## config.mk

```make
export PLATFORM = sky130hd
export DESIGN_NAME = aas_sequencer
export DESIGN_NICKNAME = d
export VERILOG_FILES = /design/src/design/aas_pkg.sv /design/src/design/aas_sequencer.sv
export SDC_FILE = /design/constraint.sdc
export NUM_CORES = 1
export LEC_CHECK = 0
export BUFFER_PORTS_ARGS = -buffer_cell sky130_fd_sc_hd__buf_2
export CORE_AREA = 2 2 119 121
export CTS_CLUSTER_SIZE = 24
export DETAILED_ROUTE_END_ITERATION = 10
export DIE_AREA = 0 0 121 123
export MAX_ROUTING_LAYER = met4
export PLACE_DENSITY = 0.8
export SYNTH_ARGS = -nofsm -noshare
export SYNTH_HDL_FRONTEND = slang
export SYNTH_SLANG_ARGS = --single-unit
```

## constraint.sdc

```tcl
create_clock -name pclk -period 2.4 [get_ports pclk]
set_input_delay 0.24 -clock pclk [delete_from_list [all_inputs] [get_ports pclk]]
set_output_delay 0.24 -clock pclk [all_outputs]
set_load 0.01 [all_outputs]
```

## src/design/aas_pkg.sv

```systemverilog
// Constants, register indices and state codes for the ATAPI sequencer.
// Assumes an APB master with 32-bit data; byte address = index * 4.
// What this block does
// RULE1: Firmware loads remaining block count with blocks minus one; zero means single block.
// RULE2: Writing one to block-count bump adds one to the remaining count.
// RULE3: Bump-pending flag reads high from request until the increment lands.
// RULE4: Both per-block enables set: hold micro interrupt low from each nonfinal block end until the per-block flag clears.
// RULE5: Per-block flag enable set: raise per-block flag at each nonfinal block end.
// RULE6: Debug control register clears on chip, host and firmware reset.
// RULE7: Every trigger bit clears itself when its operation has finished.
// RULE8: Soft-reset-clear trigger clears the host SRST bit.
// RULE9: Seek-done trigger: with wrap BSY, DSC, unBSY; without wrap only DSC.
// RULE10: Signature trigger loads fixed task values, status cleared except two bits.
// RULE11: Signature trigger leaves drive/head register untouched.
// RULE12: Packet-queue clear trigger empties the command packet FIFO.
// RULE13: PIO transfer start: BSY, enable, select and reason by direction, count load.
// RULE14: PIO start then FIFO ready: DRQ, clear BSY, host interrupt in order.
// RULE15: DMA transfer start does the same setup without the count load or the DRQ tail.
// RULE16: Firmware writes multi-block byte count itself unless assist is enabled.
// RULE17: Request trigger in PIO and DMA alike: DRQ, clear BSY, host interrupt.
// RULE18: Status-done: copy pending bits, reason 03h, unBSY, irq, rearm, clear auto-status.
// RULE19: A0h with auto-packet and drive selected runs packet sequence under BSY.
// RULE20: Sixth packet word sets packet-full, drives transfer-end low, optional pin irq.
// RULE21: Any acknowledge write clears packet-seen, transfer-end and its interrupt.
// RULE22: Auto request-clear: end of RAM read or packet write clears DRQ, sets BSY.
// RULE23: Auto-status: end of such transfer runs status completion, BSY/DRQ first when auto request-clear is set.
// RULE24: CRC gate blocks auto completion on CRC error; gate self-clears when used.
// RULE25: Nonfinal block end reloads, bumps RAM block, decrements; final ends transfer.
// RULE26: Packet irq enable with auto-packet raises host irq after A0h command.
// RULE27: Sequence steps land on successive clocks; BSY clears last, and only the host interrupt step follows it.
package aas_pkg;
  // Register indices
  localparam logic [7:0] IDX_XFER = 8'h01;
  localparam logic [7:0] IDX_ACK = 8'h07;
  localparam logic [7:0] IDX_CNT = 8'h12;
  localparam logic [7:0] IDX_DBG = 8'h13;
  localparam logic [7:0] IDX_TRIG = 8'h17;
  localparam logic [7:0] IDX_CTRL = 8'h18;
  localparam logic [7:0] IDX_FLAGS = 8'h30;
  localparam logic [7:0] IDX_ERR = 8'h31;
  localparam logic [7:0] IDX_REASON = 8'h32;
  localparam logic [7:0] IDX_SECTOR = 8'h33;
  localparam logic [7:0] IDX_CLO = 8'h34;
  localparam logic [7:0] IDX_CHI = 8'h35;
  localparam logic [7:0] IDX_STATUS = 8'h37;
  localparam logic [7:0] IDX_PEND = 8'h3e;
  // Trigger bits
  localparam int T_CSR = 6, T_DSC = 5, T_SIG = 4, T_PQC = 3;
  localparam int T_ADT = 2, T_DRQ = 1, T_SCT = 0;
  localparam logic [7:0] SEQ_TRIG_MASK = 8'h37;
  // Control bits
  localparam int C_PACKET_CMD_SEEN = 7, C_ADC = 6, C_ASC = 5, C_AUTO = 4;
  localparam int C_STWC = 3, C_CRC = 2, C_WRAP = 1, C_A0I = 0;
  // Status, transfer and flag bits
  localparam int S_BSY = 7, S_DRDY = 6, S_DSC = 4, S_DRQ = 3;
  localparam int S_CORR = 2, S_CHK = 0;
  localparam logic [7:0] SIG_KEEP_MASK = 8'h90;
  localparam int X_END_IEN = 6, X_EN = 2;
  localparam int F_SEEN = 0, F_FULL = 1, F_CRC = 3, F_BLK = 4, F_CMD = 6;
  localparam int D_PIN = 2, D_FLAG = 1, D_BUMP = 0;
  // Fixed task values
  localparam logic [7:0] SIG_ERROR = 8'h01;
  localparam logic [7:0] SIG_REASON = 8'h01;
  localparam logic [7:0] SIG_SECTOR = 8'h01;
  localparam logic [7:0] SIG_CLO = 8'h14;
  localparam logic [7:0] SIG_CHI = 8'heb;
  localparam logic [7:0] REASON_IN = 8'h02;
  localparam logic [7:0] REASON_OUT = 8'h00;
  localparam logic [7:0] REASON_DONE = 8'h03;
  localparam logic [7:0] PKT_ERROR = 8'h00;
  localparam logic [7:0] PKT_REASON = 8'h01;
  localparam logic [7:0] OPC_PACKET = 8'ha0;
  localparam logic [2:0] PKT_LAST_WORD = 3'd5;
  // Reset values
  localparam logic [7:0] RST_BYTE = 8'h00;
  localparam logic [4:0] RST_COUNT = 5'h00;
  typedef enum logic [3:0] {
    ST_IDLE = 4'h0, ST_XF_B = 4'h1, ST_XF_L = 4'h3, ST_XF_W = 4'h2,
    ST_DRQ = 4'h6, ST_UNBSY = 4'h7, ST_IRQ = 4'h5, ST_SC_B = 4'h4,
    ST_SC_S = 4'hc, ST_PK_B = 4'hd, ST_PK_L = 4'hf, ST_DSC_B = 4'he,
    ST_DSC_S = 4'ha, ST_SIG = 4'hb, ST_DSC_O = 4'h9
  } aas_state_t;
endpackage

```

## src/design/aas_sequencer.sv

```systemverilog
// Auto-sequencer for the ATAPI task file, with packet and block counters.
// Assumes host-side strobes are one-cycle pulses synchronous to pclk.
//
// Register access over APB is this design's own decision.
`timescale 1ns/1ns
module aas_sequencer (
  input wire logic pclk,
  input wire logic presetn,
  input wire logic psel,
  input wire logic penable,
  input wire logic pwrite,
  input wire logic [11:0] paddr,
  input wire logic [31:0] pwdata,
  output logic [31:0] prdata,
  output logic pready,
  output logic pslverr,
  input wire logic host_reset,
  input wire logic fw_reset,
  input wire logic host_cmd_wr,
  input wire logic [7:0] host_cmd_data,
  input wire logic drive_selected,
  input wire logic host_srst_set,
  input wire logic host_status_read,
  input wire logic host_pkt_word_wr,
  input wire logic host_ram_read_done,
  input wire logic host_pkt_write_done,
  input wire logic block_end,
  input wire logic pio_mode,
  input wire logic direction_out,
  input wire logic [15:0] block_word_count,
  input wire logic fifo_ready_n,
  input wire logic burst_crc_bad,
  output logic [7:0] task_error,
  output logic [7:0] task_reason,
  output logic [7:0] task_sector_no,
  output logic [7:0] task_count_low,
  output logic [7:0] task_count_high,
  output logic [7:0] task_status,
  output logic srst,
  output logic cmd_vs_payload_sel,
  output logic xfer_enable,
  output logic host_irq,
  output logic pkt_fifo_clear,
  output logic block_reload,
  output logic micro_irq_n
);
  import aas_pkg::*;

  aas_state_t st_q, st_d;
  logic [7:0] trig_q, act_q, act_d, ctrl_q, pend_q, xfer_q;
  logic [7:0] err_q, reason_q, sector_q, clo_q, chi_q, status_q;
  logic [4:0] cnt_q;
  logic [2:0] dbg_q, words_q;
  logic [31:0] prdata_q;
  logic bump_pend_q, valid_n_q, blk_flag_q, seen_q, full_q, cmd_q;
  logic end_n_q, srst_q, cod_q, host_irq_q, pclr_q, reload_q;
  logic pkt_req_q, sc_req_q, sc_tail_q, irq_tail_q;

  // Bus decode; one idle-free access phase, pready always high
  wire [7:0] idx = paddr[9:2];
  wire hit = (idx == IDX_XFER) || (idx == IDX_ACK) || (idx == IDX_CNT) ||
             (idx == IDX_DBG) || (idx == IDX_TRIG) || (idx == IDX_CTRL) ||
             (idx == IDX_FLAGS) || (idx == IDX_ERR) ||
             (idx == IDX_REASON) || (idx == IDX_SECTOR) ||
             (idx == IDX_CLO) || (idx == IDX_CHI) ||
             (idx == IDX_STATUS) || (idx == IDX_PEND);
  wire wr = psel && penable && pwrite && hit && (paddr[11:10] == 2'b00);
  wire wr_cnt = wr && (idx == IDX_CNT);
  wire wr_dbg = wr && (idx == IDX_DBG);
  wire wr_trig = wr && (idx == IDX_TRIG);
  wire wr_ctrl = wr && (idx == IDX_CTRL);
  wire wr_xfer = wr && (idx == IDX_XFER);
  wire wr_ack = wr && (idx == IDX_ACK);
  wire wr_flags = wr && (idx == IDX_FLAGS);
  wire wr_pend = wr && (idx == IDX_PEND);
  wire soft_clr = host_reset || fw_reset;
  assign pready = 1'b1;
  assign pslverr = psel && penable && !(hit && (paddr[11:10] == 2'b00));

  // Read mux, sampled in the setup phase so prdata comes from a flop
  wire [7:0] rd_byte =
    (idx == IDX_CNT) ? {valid_n_q, bump_pend_q, 1'b0, cnt_q} :
    (idx == IDX_DBG) ? {5'd0, dbg_q[2:1], bump_pend_q} :
    (idx == IDX_TRIG) ? trig_q :
    (idx == IDX_CTRL) ? ctrl_q :
    (idx == IDX_XFER) ? {1'b0, end_n_q, xfer_q[5:3], xfer_q[X_EN], fifo_ready_n,
                         1'b0} :
    (idx == IDX_FLAGS) ? {1'b0, cmd_q, 1'b0, blk_flag_q, burst_crc_bad, 1'b0,
                          full_q, seen_q} :
    (idx == IDX_ERR) ? err_q :
    (idx == IDX_REASON) ? reason_q :
    (idx == IDX_SECTOR) ? sector_q :
    (idx == IDX_CLO) ? clo_q :
    (idx == IDX_CHI) ? chi_q :
    (idx == IDX_STATUS) ? status_q :
    (idx == IDX_PEND) ? pend_q : RST_BYTE;
  always_ff @(posedge pclk or negedge presetn) begin
    if (!presetn) begin
      prdata_q <= 32'h0000_0000;
    end else if (psel && !penable) begin
      prdata_q <= {24'h00_0000, rd_byte};
    end
  end
  assign prdata = prdata_q;

  // Block counter: bump and per-block decrement share one adder; a load wins over both
  wire dec = block_end && (cnt_q != 5'd0);
  wire final_end = block_end && (cnt_q == 5'd0);
  always_ff @(posedge pclk or negedge presetn) begin
    if (!presetn) begin
      cnt_q <= RST_COUNT;
      bump_pend_q <= 1'b0;
      dbg_q <= 3'd0;
      valid_n_q <= 1'b0;
      blk_flag_q <= 1'b0;
      reload_q <= 1'b0;
    end else if (soft_clr) begin
      cnt_q <= RST_COUNT;  // see RULE6
      bump_pend_q <= 1'b0;
      dbg_q <= 3'd0;  // see RULE6
      valid_n_q <= 1'b0;
      blk_flag_q <= 1'b0;
      reload_q <= 1'b0;
    end else begin
      if (wr_cnt) begin
        cnt_q <= pwdata[4:0];  // see RULE1
      end else begin
        cnt_q <= cnt_q + {4'd0, bump_pend_q} - {4'd0, dec};  // see RULE2 RULE25
      end
      // Request sets the flag even in its clearing cycle
      bump_pend_q <= wr_dbg ? pwdata[D_BUMP] : 1'b0;  // see RULE3
      if (wr_dbg) begin
        dbg_q <= {pwdata[D_PIN], pwdata[D_FLAG], 1'b0};
      end
      valid_n_q <= wr_cnt || bump_pend_q || dec;
      blk_flag_q <= (dec && dbg_q[D_FLAG]) ||
                    (blk_flag_q && !(wr_flags && pwdata[F_BLK]));  // see RULE5
      reload_q <= dec;  // see RULE25
    end
  end
  assign block_reload = reload_q;
  // Per-block pin needs both enables; transfer-end pin needs its enable
  assign micro_irq_n = !((blk_flag_q && dbg_q[D_PIN] && dbg_q[D_FLAG]) ||
                         (!end_n_q && xfer_q[X_END_IEN]));  // see RULE4 RULE20

  // Host transfer ends and the CRC gate decide on automatic completion
  wire xfer_done = host_ram_read_done || host_pkt_write_done;
  wire crc_block = ctrl_q[C_CRC] && burst_crc_bad;
  wire pkt_cmd = host_cmd_wr && (host_cmd_data == OPC_PACKET) &&
                 drive_selected && ctrl_q[C_PACKET_CMD_SEEN];
  wire idle = (st_q == ST_IDLE);
  wire go_pkt = idle && pkt_req_q;
  wire go_asc = idle && !pkt_req_q && sc_req_q;
  wire go_any = idle && (pkt_req_q || sc_req_q || (trig_q[5:0] != 6'd0));
  wire finish = !idle && (st_d == ST_IDLE);

  // Dispatch: host packet first, then auto status, then triggers
  always_comb begin
    st_d = st_q;
    act_d = act_q;
    case (st_q)
      ST_IDLE: begin
        act_d = 8'h00;
        if (pkt_req_q) begin
          st_d = ST_PK_B;
        end else if (sc_req_q) begin
          st_d = ST_SC_B;
        end else if (trig_q[T_SIG]) begin
          st_d = ST_SIG;
          act_d = 8'h10;
        end else if (trig_q[T_DSC]) begin
          st_d = ctrl_q[C_WRAP] ? ST_DSC_B : ST_DSC_O;
          act_d = 8'h20;
        end else if (trig_q[T_ADT]) begin
          st_d = ST_XF_B;
          act_d = 8'h04;
        end else if (trig_q[T_DRQ]) begin
          st_d = ST_DRQ;
          act_d = 8'h02;
        end else if (trig_q[T_SCT]) begin
          st_d = ST_SC_S;
          act_d = 8'h01;
        end
      end
      ST_SIG, ST_DSC_O: st_d = ST_IDLE;
      ST_DSC_B: st_d = ST_DSC_S;
      ST_DSC_S: st_d = ST_UNBSY;
      ST_XF_B: st_d = ST_XF_L;
      ST_XF_L: st_d = pio_mode ? ST_XF_W : ST_IDLE;  // see RULE15
      ST_XF_W: st_d = fifo_ready_n ? ST_XF_W : ST_DRQ;  // see RULE14
      ST_DRQ: st_d = ST_UNBSY;
      ST_UNBSY: st_d = irq_tail_q ? ST_IRQ : ST_IDLE;
      ST_IRQ: st_d = ST_IDLE;
      ST_SC_B: st_d = ST_SC_S;
      ST_SC_S: st_d = ST_UNBSY;
      ST_PK_B: st_d = ST_PK_L;
      ST_PK_L: st_d = ST_UNBSY;
      default: st_d = ST_IDLE;
    endcase
  end

  // Trigger bits stay set until their own sequence returns to idle
  always_ff @(posedge pclk or negedge presetn) begin
    if (!presetn) begin
      st_q <= ST_IDLE;
      act_q <= 8'h00;
      trig_q <= 8'h00;
      pkt_req_q <= 1'b0;
      sc_req_q <= 1'b0;
    end else begin
      st_q <= st_d;
      act_q <= act_d;
      trig_q <= (trig_q & ~(finish ? act_q : 8'h00)) |
                (wr_trig ? (pwdata[7:0] & SEQ_TRIG_MASK) : 8'h00);  // see RULE7
      pkt_req_q <= pkt_cmd || (pkt_req_q && !go_pkt);
      sc_req_q <= (xfer_done && ctrl_q[C_ASC] && !crc_block) ||
                  (sc_req_q && !go_asc);  // see RULE23 RULE24
    end
  end

  // Sequence ends that raise the host interrupt or re-arm
  always_ff @(posedge pclk or negedge presetn) begin
    if (!presetn) begin
      sc_tail_q <= 1'b0;
      irq_tail_q <= 1'b0;
    end else if (go_any) begin
      sc_tail_q <= (st_d == ST_SC_B) || (st_d == ST_SC_S);
      irq_tail_q <= (st_d != ST_PK_B) && (st_d != ST_DSC_B);
    end
  end

  // Control register: hardware updates override the bus write
  always_ff @(posedge pclk or negedge presetn) begin
    if (!presetn) begin
      ctrl_q <= RST_BYTE;
    end else begin
      ctrl_q <= wr_ctrl ? pwdata[7:0] : ctrl_q;
      if (go_asc || (wr_trig && pwdata[T_SCT])) begin
        ctrl_q[C_CRC] <= 1'b0;  // see RULE24
      end
      if (st_q == ST_PK_L) begin
        ctrl_q[C_PACKET_CMD_SEEN] <= 1'b0;  // see RULE19
      end
      if ((st_q == ST_IRQ) && sc_tail_q) begin
        ctrl_q[C_ASC] <= 1'b0;  // see RULE18
        if (ctrl_q[C_AUTO]) begin
          ctrl_q[C_PACKET_CMD_SEEN] <= 1'b1;
        end
      end
    end
  end

  // Task file: one step of each sequence per clock, BSY cleared last
  always_ff @(posedge pclk or negedge presetn) begin
    if (!presetn) begin
      err_q <= RST_BYTE;
      reason_q <= RST_BYTE;
      sector_q <= RST_BYTE;
      clo_q <= RST_BYTE;
      chi_q <= RST_BYTE;
      status_q <= RST_BYTE;
      cod_q <= 1'b0;
    end else begin
      if (xfer_done && ctrl_q[C_ADC]) begin
        status_q[S_DRQ] <= 1'b0;  // see RULE22
        status_q[S_BSY] <= 1'b1;
      end
      case (st_q)
        ST_SIG: begin
          err_q <= SIG_ERROR;  // see RULE10
          reason_q <= SIG_REASON;
          sector_q <= SIG_SECTOR;
          clo_q <= SIG_CLO;
          chi_q <= SIG_CHI;
          status_q <= status_q & SIG_KEEP_MASK;  // see RULE11
        end
        ST_DSC_B, ST_XF_B, ST_PK_B: status_q[S_BSY] <= 1'b1;  // see RULE27
        ST_DSC_S, ST_DSC_O: status_q[S_DSC] <= 1'b1;  // see RULE9
        ST_XF_L: begin
          cod_q <= direction_out;  // see RULE13
          reason_q <= direction_out ? REASON_OUT : REASON_IN;
          if (pio_mode && ctrl_q[C_STWC]) begin
            {chi_q, clo_q} <= 16'((block_word_count + 16'd1) << 1);
          end
        end
        ST_DRQ: status_q[S_DRQ] <= 1'b1;  // see RULE17
        ST_UNBSY: status_q[S_BSY] <= 1'b0;
        ST_SC_B: begin
          if (ctrl_q[C_ADC]) begin
            status_q[S_BSY] <= 1'b1;  // see RULE23
            status_q[S_DRQ] <= 1'b0;
          end
        end
        ST_SC_S: begin
          status_q[S_CHK] <= pend_q[S_CHK];  // see RULE18
          status_q[S_CORR] <= pend_q[S_CORR];
          status_q[S_DRDY] <= pend_q[S_DRDY];
          reason_q <= REASON_DONE;
        end
        ST_PK_L: begin
          err_q <= PKT_ERROR;  // see RULE19
          reason_q <= PKT_REASON;
          cod_q <= 1'b1;
          status_q[S_CHK] <= 1'b0;
          status_q[S_CORR] <= 1'b0;
          status_q[S_DRQ] <= 1'b1;
          status_q[S_DRDY] <= 1'b1;
        end
        default: ;
      endcase
    end
  end

  // Firmware-side registers and host-facing flags
  wire pkt_word_last = host_pkt_word_wr && (words_q == PKT_LAST_WORD);
  wire irq_set = (st_q == ST_IRQ) ||
                 ((st_q == ST_PK_L) && ctrl_q[C_A0I]);  // see RULE26
  wire pkt_clear = (wr_trig && pwdata[T_PQC]) || (st_q == ST_PK_B);
  always_ff @(posedge pclk or negedge presetn) begin
    if (!presetn) begin
      pend_q <= RST_BYTE;
      xfer_q <= RST_BYTE;
      words_q <= 3'd0;
      seen_q <= 1'b0;
      full_q <= 1'b0;
      cmd_q <= 1'b0;
      end_n_q <= 1'b1;
      srst_q <= 1'b0;
      host_irq_q <= 1'b0;
      pclr_q <= 1'b0;
    end else begin
      pend_q <= wr_pend ? pwdata[7:0] : pend_q;
      if (wr_xfer) begin
        xfer_q <= pwdata[7:0];
      end else if ((st_q == ST_XF_B) || (st_q == ST_PK_B)) begin
        xfer_q[X_EN] <= 1'b1;  // see RULE13 RULE15
      end
      pclr_q <= pkt_clear;  // see RULE12
      if (pkt_clear) begin
        words_q <= 3'd0;
      end else if (host_pkt_word_wr && !pkt_word_last) begin
        words_q <= words_q + 3'd1;
      end
      seen_q <= (st_q == ST_PK_B) || (seen_q && !wr_ack);  // see RULE21
      full_q <= pkt_word_last || (full_q && !pkt_clear);  // see RULE20
      end_n_q <= !(pkt_word_last || final_end) && (!end_n_q ? wr_ack : 1'b1);
      // Plain commands flag firmware; auto-packet keeps this flag quiet
      cmd_q <= (host_cmd_wr && drive_selected && !pkt_cmd) ||
               (cmd_q && !(wr_flags && pwdata[F_CMD]));  // see RULE19
      srst_q <= host_srst_set || (srst_q && !(wr_trig && pwdata[T_CSR]));
      host_irq_q <= irq_set || (host_irq_q && !host_status_read);
    end
  end

  assign task_error = err_q;
  assign task_reason = reason_q;
  assign task_sector_no = sector_q;
  assign task_count_low = clo_q;
  assign task_count_high = chi_q;
  assign task_status = status_q;
  assign srst = srst_q;  // see RULE8
  assign cmd_vs_payload_sel = cod_q;
  assign xfer_enable = xfer_q[X_EN];
  assign host_irq = host_irq_q;
  assign pkt_fifo_clear = pclr_q;
endmodule

```

==> impl_metrics.yaml <==
synth:
  synth.distinct_cells: 81
  yosys_most_used_dff: "dfrtp_1"
  yosysSeqAreaShare: 0.3905
  synth-edff-count: 0
  netlist_area_um2: 6027
  syn_area_per_cell_um2: 8.916
  synthArstFlopShare: 1.000
  ys_seq_elements: 94
  netlist_instances: 676
  synth_warnings: 0
routing:
  drtIter0Drc: 735
  viasPerCell: 5.839
  finalWirelength_um: 17780
  final_antenna_net_count: 0
  first_pass_iters: 5
  vias: 5658
  drcViolationCount: 0
  wl_per_cell_um: 18.34
floorplanning:
  initial_core_util: 0.4428
  rows: 43
  die_area_um2: 14880
  core_area_um2: 13610
  ios: 176
  die_y_um: 123
  dieWidth_um: 121
global_routing:
  grt_pass1_wl_um: 27730
  gr-total-overflow: 0
  grt_usage: 0.2478
  grt_max_degree: 95
  antenna_found_initial: 0
  grt_pass1_vias: 5265
setup_path:
  path_max_fanout: 2
  cp.arrival_ns: 2.82
  required_ns: 2.64
  r2r_start: "cnt_q[2]"
  cp_slowest_cell: "dfrtp_1"
  crit_path_frequent_cell: "nor2_1"
  crit_chain: "inv_2 > ha_4 > nor4b_4 > nor2b_2 > ha_1 > inv_1 > ha_2 > fa_2 > a21oi_2 > nor2_1 > nor2_1 > xnor2_1 > mux2i_1 > nor2_1"
  critPathKind: "reg2reg"
  endpoint_kind: "flop"
  regToRegEndpoint: "cnt_q[4]"
  r2r_cells: 14
  cp-start-kind: "flop"
  cp_slowest_stage_delay_ns: 0.39
  r2r_slack_ns: -0.18
sta:
  hold_viol: 0
  fin_crit_ns: 2.577
  slew_violations: 0
  setup_ws_ns: -0.1772
  max_freq_mhz: 388.0
  post-route-period-util: 1.074
  fin_hold_ws_ns: 0.05504
  slew-limit-headroom: 0.5539
  finalSetupViolCount: 2
  clock_skew_ns: 0.006980
  tightest_slew_ns: 0.6631
  rsz0062_at_grt: "yes"
place:
  port-buffer-count: 100
  place_congestion: 0.9739
  hpwl_um: 13080
cts:
  numCtsBuffers: 9
  root_buffer: "clkbuf_16"
  h-tree-depth: 3
  clockBufferDepth: 2
  clock_sinks: 94
  cts_tree: "yes"
  path_clk_slew_ns: 0.07
  insertion_delay_ns: 0.35
min_path:
  worstHoldPathCells: 2
  min_to: "host_irq"
  min-delay-start: "host_status_read"
  holdCritPathClass: "in2reg"
outcome:
  violations: "setup timing"
  status: "finished with violations"
final_layout:
  nNetsFinal: 881
  antenna_cells: 0
  area_growth_pct: 16.75
  fin_util: 0.5170
  drive_above_1_share: 0.2395
  num-fill-cells: 1258
power_and_ir_drop:
  p_per_area_nw_per_um2: 908.8
  total_power_mw: 6.395
  vdd_drop_max_uv: 510.2
  p_leak_nw: 3.343
flow_run:
  max-cap-violations: 0
==> cell usage after synthesis, types with 8 or more instances <==
master,instances,area [um2]
a21oi_1,45,225.2
inv_1,24,90.09
mux2i_1,15,150.1
nand2_1,60,225.2
o21ai_1,10,50.05
and3_1,16,100.1
nand3_1,32,160.2
buf_2,13,65.06
xnor2_1,12,105.1
buf_4,50,375.4
dfrtp_1,93,2327
mux2_2,12,135.1
nor3_1,16,80.08
xor2_1,8,70.07
nand2b_1,8,50.05
clkbuf_1,17,63.81
nor2_1,50,187.7
o21ai_0,31,155.2
a31oi_1,12,75.07
ha_1,9,112.6
==> report_power, final <==
part,internal [mW],switching (mW)
combinational,1.12,1.51
sequential,1.87,0.307
clock,0.944,0.642
total,3.94,2.46
==> repair_timing <==
item / 4_1_cts / 5_1_grt
pin swaps: 3 / 7
resized for setup: 3 / 4
buffers inserted: 2 / 2
hold endpoints to repair: 93 / 0
endpoints found under the setup margin: 1 / 2
hold buffers: 1 / 0
==> metrics by stage <==
stage                     setup slack (ns)  instance area [um2]  cells  setup TNS (ns)
after floorplan                    0.02651                 6217    722               0
after global placement             0.01640                 6651    948               0
after detailed placement          -0.07151                 6651    948        -0.07151
after CTS                          -0.1538                 7007    967         -0.1538
after global routing               -0.2938                 7037    969         -0.5307
final                              -0.1772                 7037    969         -0.2807
==> state kept, by name, summed over array words and instances (netlist names), 2 cells and up <==
register,flops
prdata,8
task_reason,2
task_status,6
task_count_high,8
dbg_q,2
pend_q,8
st_q,4
cnt_q,5
ctrl_q,8
words_q,3
trig_q,5
xfer_q,5
task_count_low,7
act_q,5
==> per-layer routing <==
layer | track usage | wire [um] | vias up
li1 | - | - | 2565
met1 | 0.3314 | 7454 | 2732
met2 | 0.3757 | 8281 | 315
met3 | 0.04059 | 1472 | 46
met4 | 0.1032 | 567 | 0
met5 | - | 0 | -
==> cell type report <==
class / instances / area [um2] / share of cell area
Clock buffer: 11 / 242.7 / 0.03450
Inverter: 24 / 90.09 / 0.01280
Clock inverter: 5 / 81.33 / 0.01156
Timing Repair Buffer: 136 / 788.3 / 0.1120
Sequential cell: 94 / 2354 / 0.3345
Tap cell: 180 / 225.2 / 0.03201
Multi-Input combinational cell: 519 / 3256 / 0.4627
==> logic make-up after synthesis <==
logic type               count (synthesis)  share of synthesized area
other                                    2                   0.001246
AO/OA/AOI/OAI                          175                     0.1933
buffers and inverters                  109                     0.1044
multiplexers                            31                    0.05480
AND/OR/NAND/NOR                        235                     0.2047
flip-flops                              94                     0.3905
adder cells (fa/ha/maj)                 10                    0.02201
XOR/XNOR                                20                    0.02906
==> critical path, delay by kind of cell (launching register included) <==
family / cells / cell delay (ns)
and+or+nand+nor: 5 / 0.58
DFF: 1 / 0.39
AOI/OAI and AO/OA: 1 / 0.16
muxes: 1 / 0.18
adders and majority gates: 4 / 0.92
buffers and inverters: 2 / 0.12
xor gates and xnor gates: 1 / 0.11
==> worst max-delay path by stage <==
stage                     startpoint        to  slack, ns
after floorplan             cnt_q[3]  cnt_q[4]       0.03
after global placement      cnt_q[3]  cnt_q[4]       0.02
after detailed placement    cnt_q[2]  cnt_q[4]      -0.07
after CTS                   cnt_q[2]  cnt_q[4]      -0.15
after global routing        cnt_q[3]  cnt_q[4]      -0.29
final                       cnt_q[2]  cnt_q[4]      -0.18
==> placed cells by master (no fill, tap or decap), drive strengths merged, types with 9 or more instances in the layout <==
| cell type | count |
|---|---|
| nand2 | 61 |
| a21oi | 46 |
| buf | 135 |
| nand3 | 32 |
| ha | 9 |
| a31oi | 12 |
| nor3 | 18 |
| o21ai | 41 |
| mux2i | 15 |
| inv | 25 |
| conb | 48 |
| nor2 | 54 |
| dfrtp | 93 |
| xnor2 | 12 |
| and3 | 16 |
| mux2 | 16 |
| clkbuf | 11 |
Note: power is estimated with default switching activity, not from simulation.
